--- src/core/sideband_pkg.sv ---
// Constants and types shared by the processor sideband signalling logic
package sideband_pkg;
   // Pin level that means asserted on every active-low sideband pin
   localparam logic PIN_ASSERTED   = 1'b0;
   localparam logic PIN_DEASSERTED = 1'b1;
   // Reset values
   localparam logic RST_IRQ_CTRL_ENABLE = 1'b1;
   localparam logic RST_PERF_STATE      = 1'b0;
   // Power states as seen by the sideband logic
   typedef enum logic [1:0] {
      PWR_NORMAL,
      PWR_SLEEP,
      PWR_DEEP_SLEEP
   } pwr_state_e;
   // Debug clock copy pipe depth in clk cycles; the output register adds one more
   localparam int  DBG_CLK_DELAY = 2;
   // Local interrupt line indices
   localparam int  LINE_MASKABLE    = 0;
   localparam int  LINE_NONMASKABLE = 1;
endpackage

--- src/core/pin_sync.sv ---
// Two-flop synchroniser for a group of asynchronous pins
`timescale 1ns/100ps
`default_nettype none
module pin_sync
#(
   parameter int WIDTH = 1
)
(
   input  wire logic             clk,
   input  wire logic [WIDTH-1:0] async,
   output logic      [WIDTH-1:0] synced
);
   logic [WIDTH-1:0] meta;
   logic [WIDTH-1:0] next_meta;
   logic [WIDTH-1:0] next_synced;

   // No reset here: a strap pin must still be seen live as reset ends
   always_comb
   begin
      next_meta   = async;
      next_synced = meta;
   end

   always_ff @(posedge clk)
   begin
      meta   <= next_meta;
      synced <= next_synced;
   end
endmodule
`default_nettype wire

--- src/core/cpu_sideband.sv ---
// Processor sideband signalling: error/break, perf select, snoop stall, init, irq pins
//
// Behaviour
// Unmasked FP error drives error/break when running
// Under stop-clock the pin flags pending break
// Pending break held until stop-clock released
// Controller withdraws stop-clock on pending break
// Perf select latched at Sleep, seen in Deep
// Perf select ignored outside Deep Sleep
// Hit plus hit-modified together request snoop stall
// Internal error held until next reset
// Internal error requests a halt bus cycle
// Ignore-numeric-error active: pending errors ignored
// Ignore inactive: earlier error raises exception
// Native numeric-error bit disables ignore input
// Ignore input valid during target-ready phase
// Soft init clears integer state, restarts
// Snoops still serviced during soft init
// Soft init at reset release runs self-test
// Debug clock pair is delayed bus clock copy
// Controller off: line0 maskable, line1 nonmaskable
// Local irq controller enabled after reset
// All sideband pins are active low; the bus clock input, the output enables and the debug clock pair are not
`timescale 1ns/100ps
`default_nettype none
module cpu_sideband
(
   input  wire logic                    clk,
   input  wire logic                    rst,
   // Pins from the system (active low except the bus clock, asynchronous)
   input  wire logic                    stop_clock_request_n,
   input  wire logic                    perf_state_select_n,
   input  wire logic                    ignore_numeric_error_n,
   input  wire logic                    soft_init_n,
   input  wire logic [1:0]              local_irq_lines_n,
   input  wire logic                    snoop_hit_in_n,
   input  wire logic                    snoop_hit_modified_in_n,
   input  wire logic                    bus_clock_p,
   // Core-side events and state
   input  wire logic                    fp_error_unmasked,
   input  wire logic                    fp_error_pending,
   input  wire logic                    break_event,
   input  wire logic                    noncontrol_fp_instr,
   input  wire logic                    native_numeric_error_bit,
   input  wire logic                    internal_error,
   input  wire logic                    irq_ctrl_disable,
   input  wire logic                    snoop_stall_req,
   input  wire logic                    snoop_hit_req,
   input  wire logic                    snoop_snoop_hit_modified_req,
   input  wire sideband_pkg::pwr_state_e pwr_state,
   // Pins to the system (active low, except the output enables and the debug clock pair)
   output logic                         fp_error_break_pending_n,
   output logic                         internal_error_out_n,
   output logic                         snoop_hit_out_n,
   output logic                         snoop_hit_modified_out_n,
   output logic                         snoop_hit_oe,
   output logic                         snoop_hit_modified_oe,
   output logic [1:0]                   debug_clock_copy_out,
   // Core-side results
   output logic                         halt_bus_cycle,
   output logic                         fp_exception,
   output logic                         fp_continue,
   output logic                         int_reg_clear,
   output logic                         restart_at_vector,
   output logic                         snoop_enable,
   output logic                         run_selftest,
   output logic                         perf_state,
   output logic                         snoop_stall_seen,
   output logic                         maskable_irq,
   output logic                         nonmaskable_irq,
   output logic [1:0]                   local_irq_event,
   output logic                         irq_ctrl_enabled
);
   import sideband_pkg::*;
   // ==================================================
   // Input synchronisers
   logic [7:0] pinSync;
   logic       stopClk;
   logic       perfSel;
   logic       ignoreNe;
   logic       initAct;
   logic [1:0] irqLine;
   logic       hitIn;
   logic       hitmIn;
   logic       bclk;

   pin_sync #(.WIDTH(9)) u_sync
   (
      .clk    (clk),
      .async  ({bus_clock_p, stop_clock_request_n, perf_state_select_n,
                ignore_numeric_error_n, soft_init_n, local_irq_lines_n,
                snoop_hit_in_n, snoop_hit_modified_in_n}),
      .synced ({bclk, pinSync})
   );

   // Asserted means pin low
   assign stopClk  = (pinSync[7] == PIN_ASSERTED);
   assign perfSel  = (pinSync[6] == PIN_ASSERTED);
   assign ignoreNe = (pinSync[5] == PIN_ASSERTED);
   assign initAct  = (pinSync[4] == PIN_ASSERTED);
   assign irqLine  = ~pinSync[3:2];
   assign hitIn    = (pinSync[1] == PIN_ASSERTED);
   assign hitmIn   = (pinSync[0] == PIN_ASSERTED);

   // ==================================================
   // Error/break pin, internal error, numeric error
   logic breakHeld;
   logic next_breakHeld;
   logic next_ferrN;
   logic ierrHeld;
   logic next_ierrHeld;
   logic next_ierrN;
   logic next_halt;
   logic next_fpExc;
   logic next_fpCont;
   logic ignoreEff;

   always_comb
   begin
      // Native error mode makes the ignore input meaningless
      ignoreEff      = ignoreNe && !native_numeric_error_bit;
      next_breakHeld = breakHeld;
      if (!stopClk)
         next_breakHeld = 1'b0;
      else if (break_event)
         next_breakHeld = 1'b1;
      if (stopClk)
         next_ferrN = next_breakHeld ? PIN_ASSERTED : PIN_DEASSERTED;
      else
         next_ferrN = fp_error_unmasked ? PIN_ASSERTED : PIN_DEASSERTED;
      next_ierrHeld = ierrHeld || internal_error;
      next_ierrN    = next_ierrHeld ? PIN_ASSERTED : PIN_DEASSERTED;
      next_halt     = internal_error && !ierrHeld;
      next_fpExc    = noncontrol_fp_instr && fp_error_pending && !ignoreEff;
      next_fpCont   = noncontrol_fp_instr && (!fp_error_pending || ignoreEff);
      if (rst)
      begin
         next_breakHeld = 1'b0;
         next_ferrN     = PIN_DEASSERTED;
         next_ierrHeld  = 1'b0;
         next_ierrN     = PIN_DEASSERTED;
         next_halt      = 1'b0;
         next_fpExc     = 1'b0;
         next_fpCont    = 1'b0;
      end
   end

   always_ff @(posedge clk)
   begin
      breakHeld                <= next_breakHeld;
      fp_error_break_pending_n <= next_ferrN;
      ierrHeld                 <= next_ierrHeld;
      internal_error_out_n     <= next_ierrN;
      halt_bus_cycle           <= next_halt;
      fp_exception             <= next_fpExc;
      fp_continue              <= next_fpCont;
   end

   // ==================================================
   // Soft init, self-test strap and performance select
   logic inResetPrev;
   logic next_inResetPrev;
   logic next_intClr;
   logic next_restart;
   logic next_snoopEn;
   logic next_selftest;
   logic initPrev;
   logic next_initPrev;
   logic perfLatched;
   logic next_perfLatched;
   logic next_perfState;
   pwr_state_e pwrPrev;
   pwr_state_e next_pwrPrev;

   always_comb
   begin
      next_inResetPrev = rst;
      next_initPrev    = initAct;
      next_intClr      = initAct;
      next_restart     = initPrev && !initAct;
      next_snoopEn     = 1'b1;
      // Strap caught by the clocked edge just after reset falls
      next_selftest    = run_selftest;
      if (inResetPrev && !rst)
         next_selftest = initAct;
      next_pwrPrev     = pwr_state;
      next_perfLatched = perfLatched;
      if (pwr_state == PWR_SLEEP && pwrPrev != PWR_SLEEP)
         next_perfLatched = perfSel;
      next_perfState   = perf_state;
      if (pwr_state == PWR_DEEP_SLEEP)
         next_perfState = perfLatched && perfSel;
      if (rst)
      begin
         next_initPrev    = 1'b0;
         next_intClr      = 1'b0;
         next_restart     = 1'b0;
         next_snoopEn     = 1'b1;
         next_selftest    = 1'b0;
         next_pwrPrev     = PWR_NORMAL;
         next_perfLatched = RST_PERF_STATE;
         next_perfState   = RST_PERF_STATE;
      end
   end

   always_ff @(posedge clk)
   begin
      inResetPrev       <= next_inResetPrev;
      initPrev          <= next_initPrev;
      int_reg_clear     <= next_intClr;
      restart_at_vector <= next_restart;
      snoop_enable      <= next_snoopEn;
      run_selftest      <= next_selftest;
      pwrPrev           <= next_pwrPrev;
      perfLatched       <= next_perfLatched;
      perf_state        <= next_perfState;
   end

   // ==================================================
   // Snoop result pins, open drain
   logic next_hitN;
   logic next_hitmN;
   logic next_hitOe;
   logic next_hitmOe;
   logic next_stallSeen;

   always_comb
   begin
      // A stall drives both lines together; extended by repeating it
      next_hitOe     = snoop_stall_req || snoop_hit_req;
      next_hitmOe    = snoop_stall_req || snoop_snoop_hit_modified_req;
      next_hitN      = PIN_ASSERTED;
      next_hitmN     = PIN_ASSERTED;
      next_stallSeen = hitIn && hitmIn;
      if (rst)
      begin
         next_hitOe     = 1'b0;
         next_hitmOe    = 1'b0;
         next_stallSeen = 1'b0;
      end
   end

   always_ff @(posedge clk)
   begin
      snoop_hit_out_n          <= next_hitN;
      snoop_hit_modified_out_n <= next_hitmN;
      snoop_hit_oe             <= next_hitOe;
      snoop_hit_modified_oe    <= next_hitmOe;
      snoop_stall_seen         <= next_stallSeen;
   end

   // ==================================================
   // Debug clock copy, uncompensated and delayed
   logic [DBG_CLK_DELAY-1:0] clkPipe;
   logic [DBG_CLK_DELAY-1:0] next_clkPipe;
   logic [1:0]               next_dbgClk;

   always_comb
   begin
      next_clkPipe = {clkPipe[DBG_CLK_DELAY-2:0], bclk};
      next_dbgClk  = {~clkPipe[DBG_CLK_DELAY-1], clkPipe[DBG_CLK_DELAY-1]};
      if (rst)
      begin
         next_clkPipe = '0;
         next_dbgClk  = 2'h2;
      end
   end

   always_ff @(posedge clk)
   begin
      clkPipe              <= next_clkPipe;
      debug_clock_copy_out <= next_dbgClk;
   end

   // ==================================================
   // Local interrupt lines
   logic       next_mirq;
   logic       next_nmirq;
   logic [1:0] next_lirq;
   logic       next_ctrlEn;

   always_comb
   begin
      next_ctrlEn = !irq_ctrl_disable;
      next_mirq   = !irq_ctrl_enabled && irqLine[LINE_MASKABLE];
      next_nmirq  = !irq_ctrl_enabled && irqLine[LINE_NONMASKABLE];
      next_lirq   = irq_ctrl_enabled ? irqLine : 2'h0;
      if (rst)
      begin
         next_ctrlEn = RST_IRQ_CTRL_ENABLE;
         next_mirq   = 1'b0;
         next_nmirq  = 1'b0;
         next_lirq   = 2'h0;
      end
   end

   always_ff @(posedge clk)
   begin
      irq_ctrl_enabled <= next_ctrlEn;
      maskable_irq     <= next_mirq;
      nonmaskable_irq  <= next_nmirq;
      local_irq_event  <= next_lirq;
   end

   // ==================================================
   // Checks
   a_break_held_stop: assert property (@(posedge clk) disable iff (rst)
      (stopClk && breakHeld && $past(stopClk)) |=> breakHeld)
      else $error("break indication dropped under stop-clock");
   a_fp_error_drive: assert property (@(posedge clk) disable iff (rst)
      (!stopClk && fp_error_unmasked) |=> (fp_error_break_pending_n == 1'b0))
      else $error("fp error not driven");
   a_break_pin_drive: assert property (@(posedge clk) disable iff (rst)
      (stopClk && break_event) |=> (fp_error_break_pending_n == 1'b0))
      else $error("pending break not driven");
   a_internal_error_out_sticky: assert property (@(posedge clk) disable iff (rst)
      (internal_error_out_n == 1'b0) |=> (internal_error_out_n == 1'b0))
      else $error("internal error released before reset");
   a_internal_error_out_halt: assert property (@(posedge clk) disable iff (rst)
      $rose(ierrHeld) |-> halt_bus_cycle)
      else $error("no halt cycle with internal error");
   a_ignore_native: assert property (@(posedge clk) disable iff (rst)
      (native_numeric_error_bit && noncontrol_fp_instr && fp_error_pending)
      |=> fp_exception)
      else $error("ignore input acted in native mode");
   a_ignore_cont: assert property (@(posedge clk) disable iff (rst)
      (ignoreNe && !native_numeric_error_bit && noncontrol_fp_instr) |=> !fp_exception)
      else $error("exception while ignoring");
   a_perf_outside: assert property (@(posedge clk) disable iff (rst)
      (pwr_state != PWR_DEEP_SLEEP) |=> $stable(perf_state))
      else $error("perf state changed outside deep sleep");
   a_snoop_init: assert property (@(posedge clk) disable iff (rst)
      initAct |=> snoop_enable)
      else $error("snoops stopped during init");
   a_irq_remap: assert property (@(posedge clk) disable iff (rst)
      (!irq_ctrl_enabled && irqLine[LINE_NONMASKABLE]) |=> nonmaskable_irq)
      else $error("line 1 not routed as nonmaskable");
endmodule
`default_nettype wire

--- config.mk ---
export PLATFORM = sky130hd
export DESIGN_NAME = cpu_sideband
export DESIGN_NICKNAME = d
export VERILOG_FILES = /design/src/core/sideband_pkg.sv /design/src/core/pin_sync.sv /design/src/core/cpu_sideband.sv
export SDC_FILE = /design/constraint.sdc
export NUM_CORES = 1
export LEC_CHECK = 0
export ABC_CLOCK_PERIOD_IN_PS = 1000
export BUFFER_PORTS_ARGS = -buffer_cell sky130_fd_sc_hd__buf_2
export CAP_MARGIN = 0
export CORE_ASPECT_RATIO = 2
export CORE_MARGIN = 4
export CORE_UTILIZATION = 25
export CTS_BUF_LIST = sky130_fd_sc_hd__clkbuf_8
export CTS_CLUSTER_SIZE = 14
export DETAILED_ROUTE_END_ITERATION = 12
export PLACE_DENSITY = 0.44
export REMOVE_ABC_BUFFERS = 1
export SLEW_MARGIN = 20
export SYNTH_ARGS = -nofsm -noshare
export SYNTH_HDL_FRONTEND = slang
export SYNTH_HIERARCHICAL = 1
export SYNTH_SLANG_ARGS = --single-unit
--- constraint.sdc ---
create_clock -name clk -period 1 [get_ports clk]
set_input_delay 0.1 -clock clk [delete_from_list [all_inputs] [get_ports clk]]
set_output_delay 0.1 -clock clk [all_outputs]
set_load 0.02 [all_outputs]
==> results of run 1 <==
-- layout make-up --
| class | count | area, um^2 |
|---|---|---|
| Clock buffer | 6 | 82.6 |
| Fill cell | 460 | 2780 |
| Timing Repair Buffer | 54 | 328 |
| Clock inverter | 2 | 33.8 |
| Tap cell | 54 | 67.6 |
| Multi-Input combinational cell | 38 | 215 |
| Inverter | 4 | 15.0 |
| Sequential cell | 45 | 905 |
-- worst max-delay path: cells and delay by family (launching register included) --
family          cells  cell delay [ns]
compound gates      1             0.13
flops               1             0.32
simple gates        1             0.48
-- layer usage --
| metal | up-vias | part of all wire (%) |
|---|---|---|
| met5 | - | 0 |
| li1 | 398 | - |
| met4 | 0 | 3.0 |
| met3 | 5 | 5.6 |
| met2 | 25 | 56 |
| met1 | 343 | 35 |
-- path summary, 6_finish.rpt --
path                      from                       end  cells past startpoint
max           u_sync/synced[6]                perf_state                      2
max reg2reg   u_sync/synced[6]                perf_state                      2
min          fp_error_unmasked  fp_error_break_pending_n                      2
min reg2reg     u_sync/meta[5]          u_sync/synced[5]                      0
-- where the power goes --
part           internal, W  switching [W]  leakage [nW]
Sequential         0.00188      0.0000276         0.375
Clock             0.000804       0.000542        0.0626
Combinational     0.000114       0.000125         0.323
-- through the flow --
step / power (W) / area (um^2)
floorplan: 0.00205 / 1120
global placement: 0.00215 / 1410
detailed placement: 0.00216 / 1410
CTS: 0.00357 / 1650
global route: 0.00367 / 1650
finish: 0.00350 / 1650
-- what timing repair did --
item / in CTS / in global routing
pin swaps: 1 / 0
hold buffers: 10 / 0
setup buffers: 1 / 0
hold endpoints to repair: 10 / 0
endpoints found under the setup margin: 1 / 2
resized for setup: 4 / 1
-- cell usage after synthesis --
| cell | count | area (um^2) |
|---|---|---|
| or4b_1 | 1 | 10.0 |
| a311oi_1 | 1 | 8.76 |
| nand2b_1 | 1 | 6.26 |
| nand2_1 | 1 | 3.75 |
| conb_1 | 2 | 7.51 |
| a31oi_1 | 1 | 6.26 |
| nor3_1 | 4 | 20.0 |
| buf_4 | 3 | 22.5 |
| and2b_2 | 1 | 8.76 |
| buf_2 | 1 | 5.00 |
| nor2_1 | 10 | 37.5 |
| a21oi_1 | 2 | 10.0 |
| o21ai_0 | 2 | 10.0 |
| inv_1 | 4 | 15.0 |
| and3_1 | 2 | 12.5 |
| dfxtp_1 | 45 | 901 |
| a211oi_1 | 1 | 7.51 |
| nor3b_1 | 4 | 30.0 |
| clkbuf_1 | 1 | 3.75 |
| nor2b_1 | 4 | 25.0 |
-- registers in the layout, summed over array words and instances (netlist names), 2 cells and up --
register and flops:
u_sync/meta 9, pwrPrev 2, debug_clock_copy_out 2, clkPipe 2
u_sync/synced 9, local_irq_event 2
-- kinds of logic after synthesis --
logic type,share of synthesized area [%]
other cells,0.652
buf+inv,4.02
simple gates,13.4
compound gates,3.70
flops,78.3
==> impl_results.md, run 1 <==
- H-tree levels: 2
- Routability cong.: between 0.6 and 0.7
- RSZ-0062 raised after global routing: true
- Synthesized area: ~0.0012 mm^2
- Post-DP HPWL: 1.66 mm
- GR peak layer: met2
- Full die area: 0.00582 mm^2
- Max cap viols: 0
- CP Max Fanout: 2
- Register area share after synthesis: between 70% and 80%
- Share of layout cells above drive strength 1: between 30% and 40%
- CTS tree: built
- Hold WS: 0.0257 ns
- Clock sink count: 45
- Fmax: between 1000 and 1500 MHz
- Most common cell after layout, fill and taps aside: dfxtp_1
- Cts bufs inserted: 5
- CP Capture Type: register
- Largest net degree at the start of global routing: 14
- DRC errors left: 0
- CP Data Required Time: 1.22 ns
- Met1 usage: 7.35%
- P_leak: roughly 0.76 nW
- WL per Instance: roughly 11 um
- Worst hold path type: input port to register
- Flops & latches, synth: 45
- Vias per inst: ~3.8
- Total gr overflow: 0
- Final worst slack: 0.00723 ns
- Reg2Reg Setup Slack: just over 0.007 ns
- Row count: 34
- Routed WL: 2.17 mm
- Initial drt markers: 7
- Pwr/cell area: approximately 2100 mW/mm^2
- Crit path time final: just under 1 ns
- Synth-to-Final Area Change: 43.0%
- Outcome: finished clean
- Fin util: 37.2%
- Count of different cell masters after synthesis: 20
- DIE HEIGHT: 104 um
- Met3 Use GR: 3.35%
- PortBufs: between 40 and 50
- Peak VDD IR: 1.28 mV
- First-pass GRT wire length: 3.60 mm
- Ports: 45
- Fin crit share: between 90% and 100%
- Grt met2 use: 14.5%
- Post-route setup TNS: 0 ns
- Worst slack at placement: -0.0154 ns
- Starting Density: between 20% and 30%
- Worst path cell trace: or4b_4 > a21oi_2
- Worst Skew: a little over 0.004 ns
- Final Max Tran Viols: 0
- Worst skew pair latency: 0.28 ns
- Final Hold Fails: 0
- Layout Nets: 171
- Gr usage total: about 8.2%
- Clk root buf: clkbuf_8
- # setup viols final: 0
- Clk buf depth: 2
- Vias: around 770
- Most frequent cells in the layout: dfxtp_1 (42), buf_2 (41), nor2_1 (10), dlygate4sd3_1 (10), clkbuf_8 (6)
- Synthesized instance count: slightly above 90
- Critical path launch point type: register
- Post-Layout Cell Count: about 200
- Placeable Area: around 0.0044 mm^2
- Syn avg cell area: about 13 um^2
- Die W: around 56 um
- Yosys warns: 6
- Crit path DAT: 1.21 ns
- Cells after DPL: 184
- Slowest stage delay, CP: approximately 0.48 ns
- # diodes: 0
- Initial antenna violation count: 0
- Initial DRT Pass Iterations: 4
- Number of global-route vias before repair: ~800
- Clock slew at reported path FFs: around 0.07 ns
- Antenna-violating nets left: 0
- CP max stage cell: or4b_4
- Setup CP Type: register to register
Note: power is estimated with default switching activity, not from simulation.
==> run 2: changes to the inputs <==
Settings changed: ABC_CLOCK_PERIOD_IN_PS 1000 to 900.
Clock period 1 ns to 0.9 ns, I/O delays scaled along.
==> run 2 against run 1 <==
Effect of this change: the flow now finishes with violations (setup timing); first-iteration DRC count grew to 2.6 times the previous value; combinational power rose by 17%; global-route usage fell by 0.60 points; final cell count increased by 2.0%; die area unchanged; register-to-register slack worse by 0.06 ns; power grew 11%; largest cell class unchanged.
==> impl_results.md, run 2 (synthesis gave the netlist of run 1 again) <==
- Psw: slightly below 0.0008 W
- Routability cong.: 0.596
- WL met1: 755 um
- Crit path time final: 0.954 ns
- Cts bufs inserted: 5
- Fillcell total: approximately 440
- Full die area: just under 0.006 mm^2
- # setup viols final: 1
- Largest registers: u_sync/meta (9), u_sync/synced (9)
- Critical path launch point type: register
- Comb pwr share: slightly above 7%
- Antenna-violating nets left: 0
- Layout Nets: approximately 180
- Share of layout cells above drive strength 1: 36.6%
- Initial DRT Pass Iterations: 3
- Final worst slack: -0.0539 ns
- Initial antenna violation count: 0
- Total gr overflow: 0
- Hold WS: 0.0132 ns
- Worst Skew: around 0.0034 ns
- H-tree levels: 2
- Final Hold Fails: 0
- Gr usage total: 7.55%
- Die W: ~56 um
- Share of power burned in registers: around 54%
- Pwr/cell area: 2320 mW/mm^2
- Ports: 45
- # diodes: 0
- Routed WL: approximately 2.0 mm
- Hold_sp: snoop_snoop_hit_modified_req
- Fmax: 1050 MHz
- Met3 routed wirelength: 121 um
- FF+latch area: approximately 900 um^2
- CP Capture Type: register
- Outcome: complete, but fails checks
- P_leak: slightly below 0.8 nW
- Final Max Tran Viols: 0
- Clock slew at reported path FFs: 0.08 ns
- CTS tree: built
- Worst skew pair latency: 0.28 ns
- Pint: roughly 0.0031 W
- RSZ-0062 raised after global routing: true
- Vias: roughly 780
- First-pass GRT wire length: approximately 3.4 mm
- Post-DP HPWL: ~1.5 mm
- Row count: 34
- Number of global-route vias before repair: between 700 and 800
- Most frequent cells in the layout: dfxtp_1 (44), buf_2 (38), dlygate4sd3_1 (11)
- Clk buf depth: 2
- Critical Path Source: u_sync/synced[6]
- Crit path DAT: between 1 and 1.5 ns
- Initial drt markers: 18
- CP Max Fanout: 2
- Placeable Area: 0.00442 mm^2
- DIE HEIGHT: 104 um
- Clock sink count: 45
- Max cap viols: 0
- Fin crit share: 106%
- Largest net degree at the start of global routing: 15
- DRC errors left: 0
- Multi-input gate area: 208 um^2
- Failing checks: setup timing
- WL met2: 1.09 mm
- Clock Power Share: a little under two fifths
- Reg-to-reg startpoint: u_sync/synced[6]
- CP Data Required Time: 1.12 ns
- WL per Instance: 9.82 um
- Vias per inst: 3.79
- Switching share of power: about a fifth
- Fin util: 37.9%
- Most common cell after layout, fill and taps aside: dfxtp_1
- Top sig layer: met4
- Starting Density: approximately a quarter
- Peak VDD IR: between 1.5 and 2 mV
- Worst hold path type: input port to register
- Setup CP Type: register to register
- Synth-to-Final Area Change: 45.7%
- Clk root buf: clkbuf_8
- PortBufs: 41
run 2: final timing paths:
| check | to | slack [ns] | cells past startpoint |
|---|---|---|---|
| max | perf_state | -0.05 | 2 |
| min | snoop_hit_modified_oe | 0.01 | 3 |
| max reg2reg | perf_state | -0.05 | 2 |
| min reg2reg | u_sync/synced[4] | 0.33 | 0 |
run 2: per-stage QoR:
step | power [W] | setup TNS, ns | setup slack, ns | area (um^2) | cells
6_report | 0.00390 | -0.0539 | -0.0539 | 1680 | 207
5_1_grt | 0.00407 | -0.0905 | -0.0905 | 1680 | 207
4_1_cts | 0.00397 | -0.0583 | -0.0583 | 1660 | 205
3_5_place_dp | 0.00241 | -0.0626 | -0.0586 | 1430 | 186
3_3_place_gp | 0.00240 | -0.0401 | -0.0401 | 1430 | 186
2_1_floorplan | 0.00228 | -0.0300 | -0.0300 | 1120 | 87
run 2: power groups by stage:
| stage | combinational [W] | sequential [W] | clock (W) |
|---|---|---|---|
| floorplan | 0.0000597 | 0.00222 | 0 |
| global placement | 0.000230 | 0.00217 | 0 |
| detailed placement | 0.000236 | 0.00217 | 0 |
| CTS | 0.000275 | 0.00212 | 0.00157 |
| global route | 0.000310 | 0.00213 | 0.00162 |
| finish | 0.000280 | 0.00212 | 0.00150 |
run 2: cell type report:
cell class / instances / area share [%]
clock inverters: 2 / 2.01
flip-flops and latches: 45 / 53.8
inverters: 4 / 0.896
clock buffers: 6 / 4.93
multi-input cells: 38 / 12.4
well taps: 54 / 4.03
repair buffers: 58 / 21.9
run 2: repair_timing:
action                                 4_1_cts  5_1_grt
setup buffers                                0        2
setup endpoints to repair                    2        5
endpoints found under the hold margin       11        0
pin swaps                                    1        1
gates cloned                                 0        0
resized for setup                            2        2
hold buffers                                11        0
run 2: worst max-delay path, stage by stage, from the launching register on:
cell and delay [ns]:
dfxtp_1 0.32, or4b_1 0.45, a21oi_1 0.12
run 2: layer usage:
| metal | global-route usage (%) | vias to the layer above |
|---|---|---|
| met2 | 13.1 | 25 |
| met5 | 0 | - |
| met4 | 5.09 | 0 |
| li1 | - | 405 |
| met1 | 7.04 | 349 |
| met3 | 2.86 | 5 |
==> run 3: changes to the inputs <==
Settings changed: ABC_CLOCK_PERIOD_IN_PS 900 to 1000, PLACE_DENSITY 0.44 to 0.43.
Clock period 0.9 ns to 1 ns, I/O delays scaled along.
==> run 3 against run 2 <==
Effect of this change: the run still ends with setup timing left; power fell by 10%; critical endpoint unchanged; die area unchanged; clock skew increased by 0.0027 ns; combinational power decreased by 15%.
==> impl_results.md, run 3 (synthesis gave the netlist of run 1 again) <==
- Outcome: complete, but fails checks
- Failing checks: setup timing
- Number of global-route vias before repair: 796
- # diodes: 0
- Crit path time final: between 1 and 1.5 ns
- Placeable Area: about 0.0044 mm^2
- Peak VDD IR: about 1.2 mV
- Gr usage total: 7.95%
- Vias: about 780
- Total gr overflow: 0
- Worst path cell trace: or4b_4 > a21oi_2
- Clk buf depth: 2
- P_leak: about 0.76 nW
- Routability cong.: 0.661
- Reg2Reg Setup Slack: -0.00004 ns
- Full die area: between 0.005 and 0.006 mm^2
- Slowest stage delay, CP: ~0.5 ns
- Max cap viols: 0
- Final Max Tran Viols: 0
- Clock sink count: 45
- CP Max Fanout: 2
- First-pass GRT wire length: ~3.6 mm
- Vias per inst: 3.86
- Worst Skew: 0.00616 ns
- Worst slack at placement: -0.00547 ns
- RSZ-0062 raised after global routing: true
- DRC errors left: 0
- CP top delay family: simple AND/OR/NAND/NOR gates
- Antenna-violating nets left: 0
- Buf/Inv on CP: 0
- DIE HEIGHT: 104 um
- Ports: 45
- CP Data Required Time: around 1.2 ns
- Fin util: between 30% and 40%
- Most frequent cells in the layout: dfxtp_1 (42), buf_2 (41), dlygate4sd3_1 (11)
- H-tree levels: 2
- Die W: about 56 um
- Cts bufs inserted: 5
- # setup viols final: 1
- PortBufs: 41
- Clk root buf: clkbuf_8
- Row count: 34
- Setup CP Type: register to register
- Initial drt markers: 13
- Largest net degree at the start of global routing: 14
- Fin crit share: 100%
- Worst skew pair latency: around 0.28 ns
- Largest registers: u_sync/meta (9), u_sync/synced (9)
- Share of layout cells above drive strength 1: roughly 38%
- CP Capture Type: register
- Synth-to-Final Area Change: 43.3%
- Post-DP HPWL: between 1.5 and 2 mm
- Initial DRT Pass Iterations: 3
- Layout Nets: 171
- WL per Instance: about 10 um
- Routed WL: 2.09 mm
- Most common cell after layout, fill and taps aside: dfxtp_1
- Worst hold path type: input port to register
- Fmax: 1000 MHz
- Clock slew at reported path FFs: ~0.080 ns
- CP max stage cell: or4b_4
- Pwr/cell area: 2120 mW/mm^2
- Critical path launch point type: register
- Initial antenna violation count: 0
- Starting Density: between 20% and 30%
- Final worst slack: -0.0000410 ns
- CTS tree: built
- Final Hold Fails: 0
- Crit path DAT: 1.22 ns
## run 3: through the flow
step / total power (W) / setup TNS [ns] / cell area, um^2 / cells / hold WS (ns)
global placement: 0.00215 / 0 / 1410 / 184 / 0.204
finish: 0.00350 / -0.0000410 / 1650 / 203 / 0.0280
CTS: 0.00354 / -0.0358 / 1640 / 203 / 0.0221
global route: 0.00366 / -0.0419 / 1650 / 203 / 0.0318
floorplan: 0.00205 / 0 / 1120 / 87 / 0.128
detailed placement: 0.00216 / -0.00547 / 1410 / 184 / 0.204
## run 3: area by class of cell
class	instances	area, um^2
fillers	466	2780
flip-flops and latches	45	905
repair buffers	54	330
multi-input cells	38	215
clock buffers	6	82.6
well taps	54	67.6
clock inverters	2	33.8
inverters	4	15.0
## run 3: where the power goes
group	internal (W)	switching, W
logic	0.000114	0.000124
clock network	0.000804	0.000545
registers	0.00188	0.0000274
total	0.00280	0.000696
## run 3: routing by layer
layer | routed length, um | track usage (%) | up-vias
li1 | - | - | 395
met1 | 753 | 7.41 | 356
met2 | 1110 | 13.5 | 27
met3 | 175 | 4.10 | 5
met4 | 56 | 4.58 | 0
met5 | 0 | 0 | -
## run 3: worst reg2reg max path, cell delays in order, from the launching register on
cell     delay [ns]
dfxtp_2        0.33
or4b_4         0.49
a21oi_2        0.12
## run 3: repair_timing
action,4_1_cts,5_1_grt
pin swaps,0,1
hold buffers,11,0
setup endpoints to repair,2,1
hold endpoints to repair,11,0
gates resized for setup,1,4
buffers inserted,0,0
## run 3: path summary, 6_finish.rpt
| kind | startpoint | depth (start not counted) | end |
|---|---|---|---|
| worst max-delay path | u_sync/synced[6] | 2 | perf_state |
| worst min-delay path | snoop_snoop_hit_modified_req | 3 | snoop_hit_modified_oe |
| worst max register to register | u_sync/synced[6] | 2 | perf_state |
| worst min register to register | u_sync/meta[0] | 0 | u_sync/synced[0] |
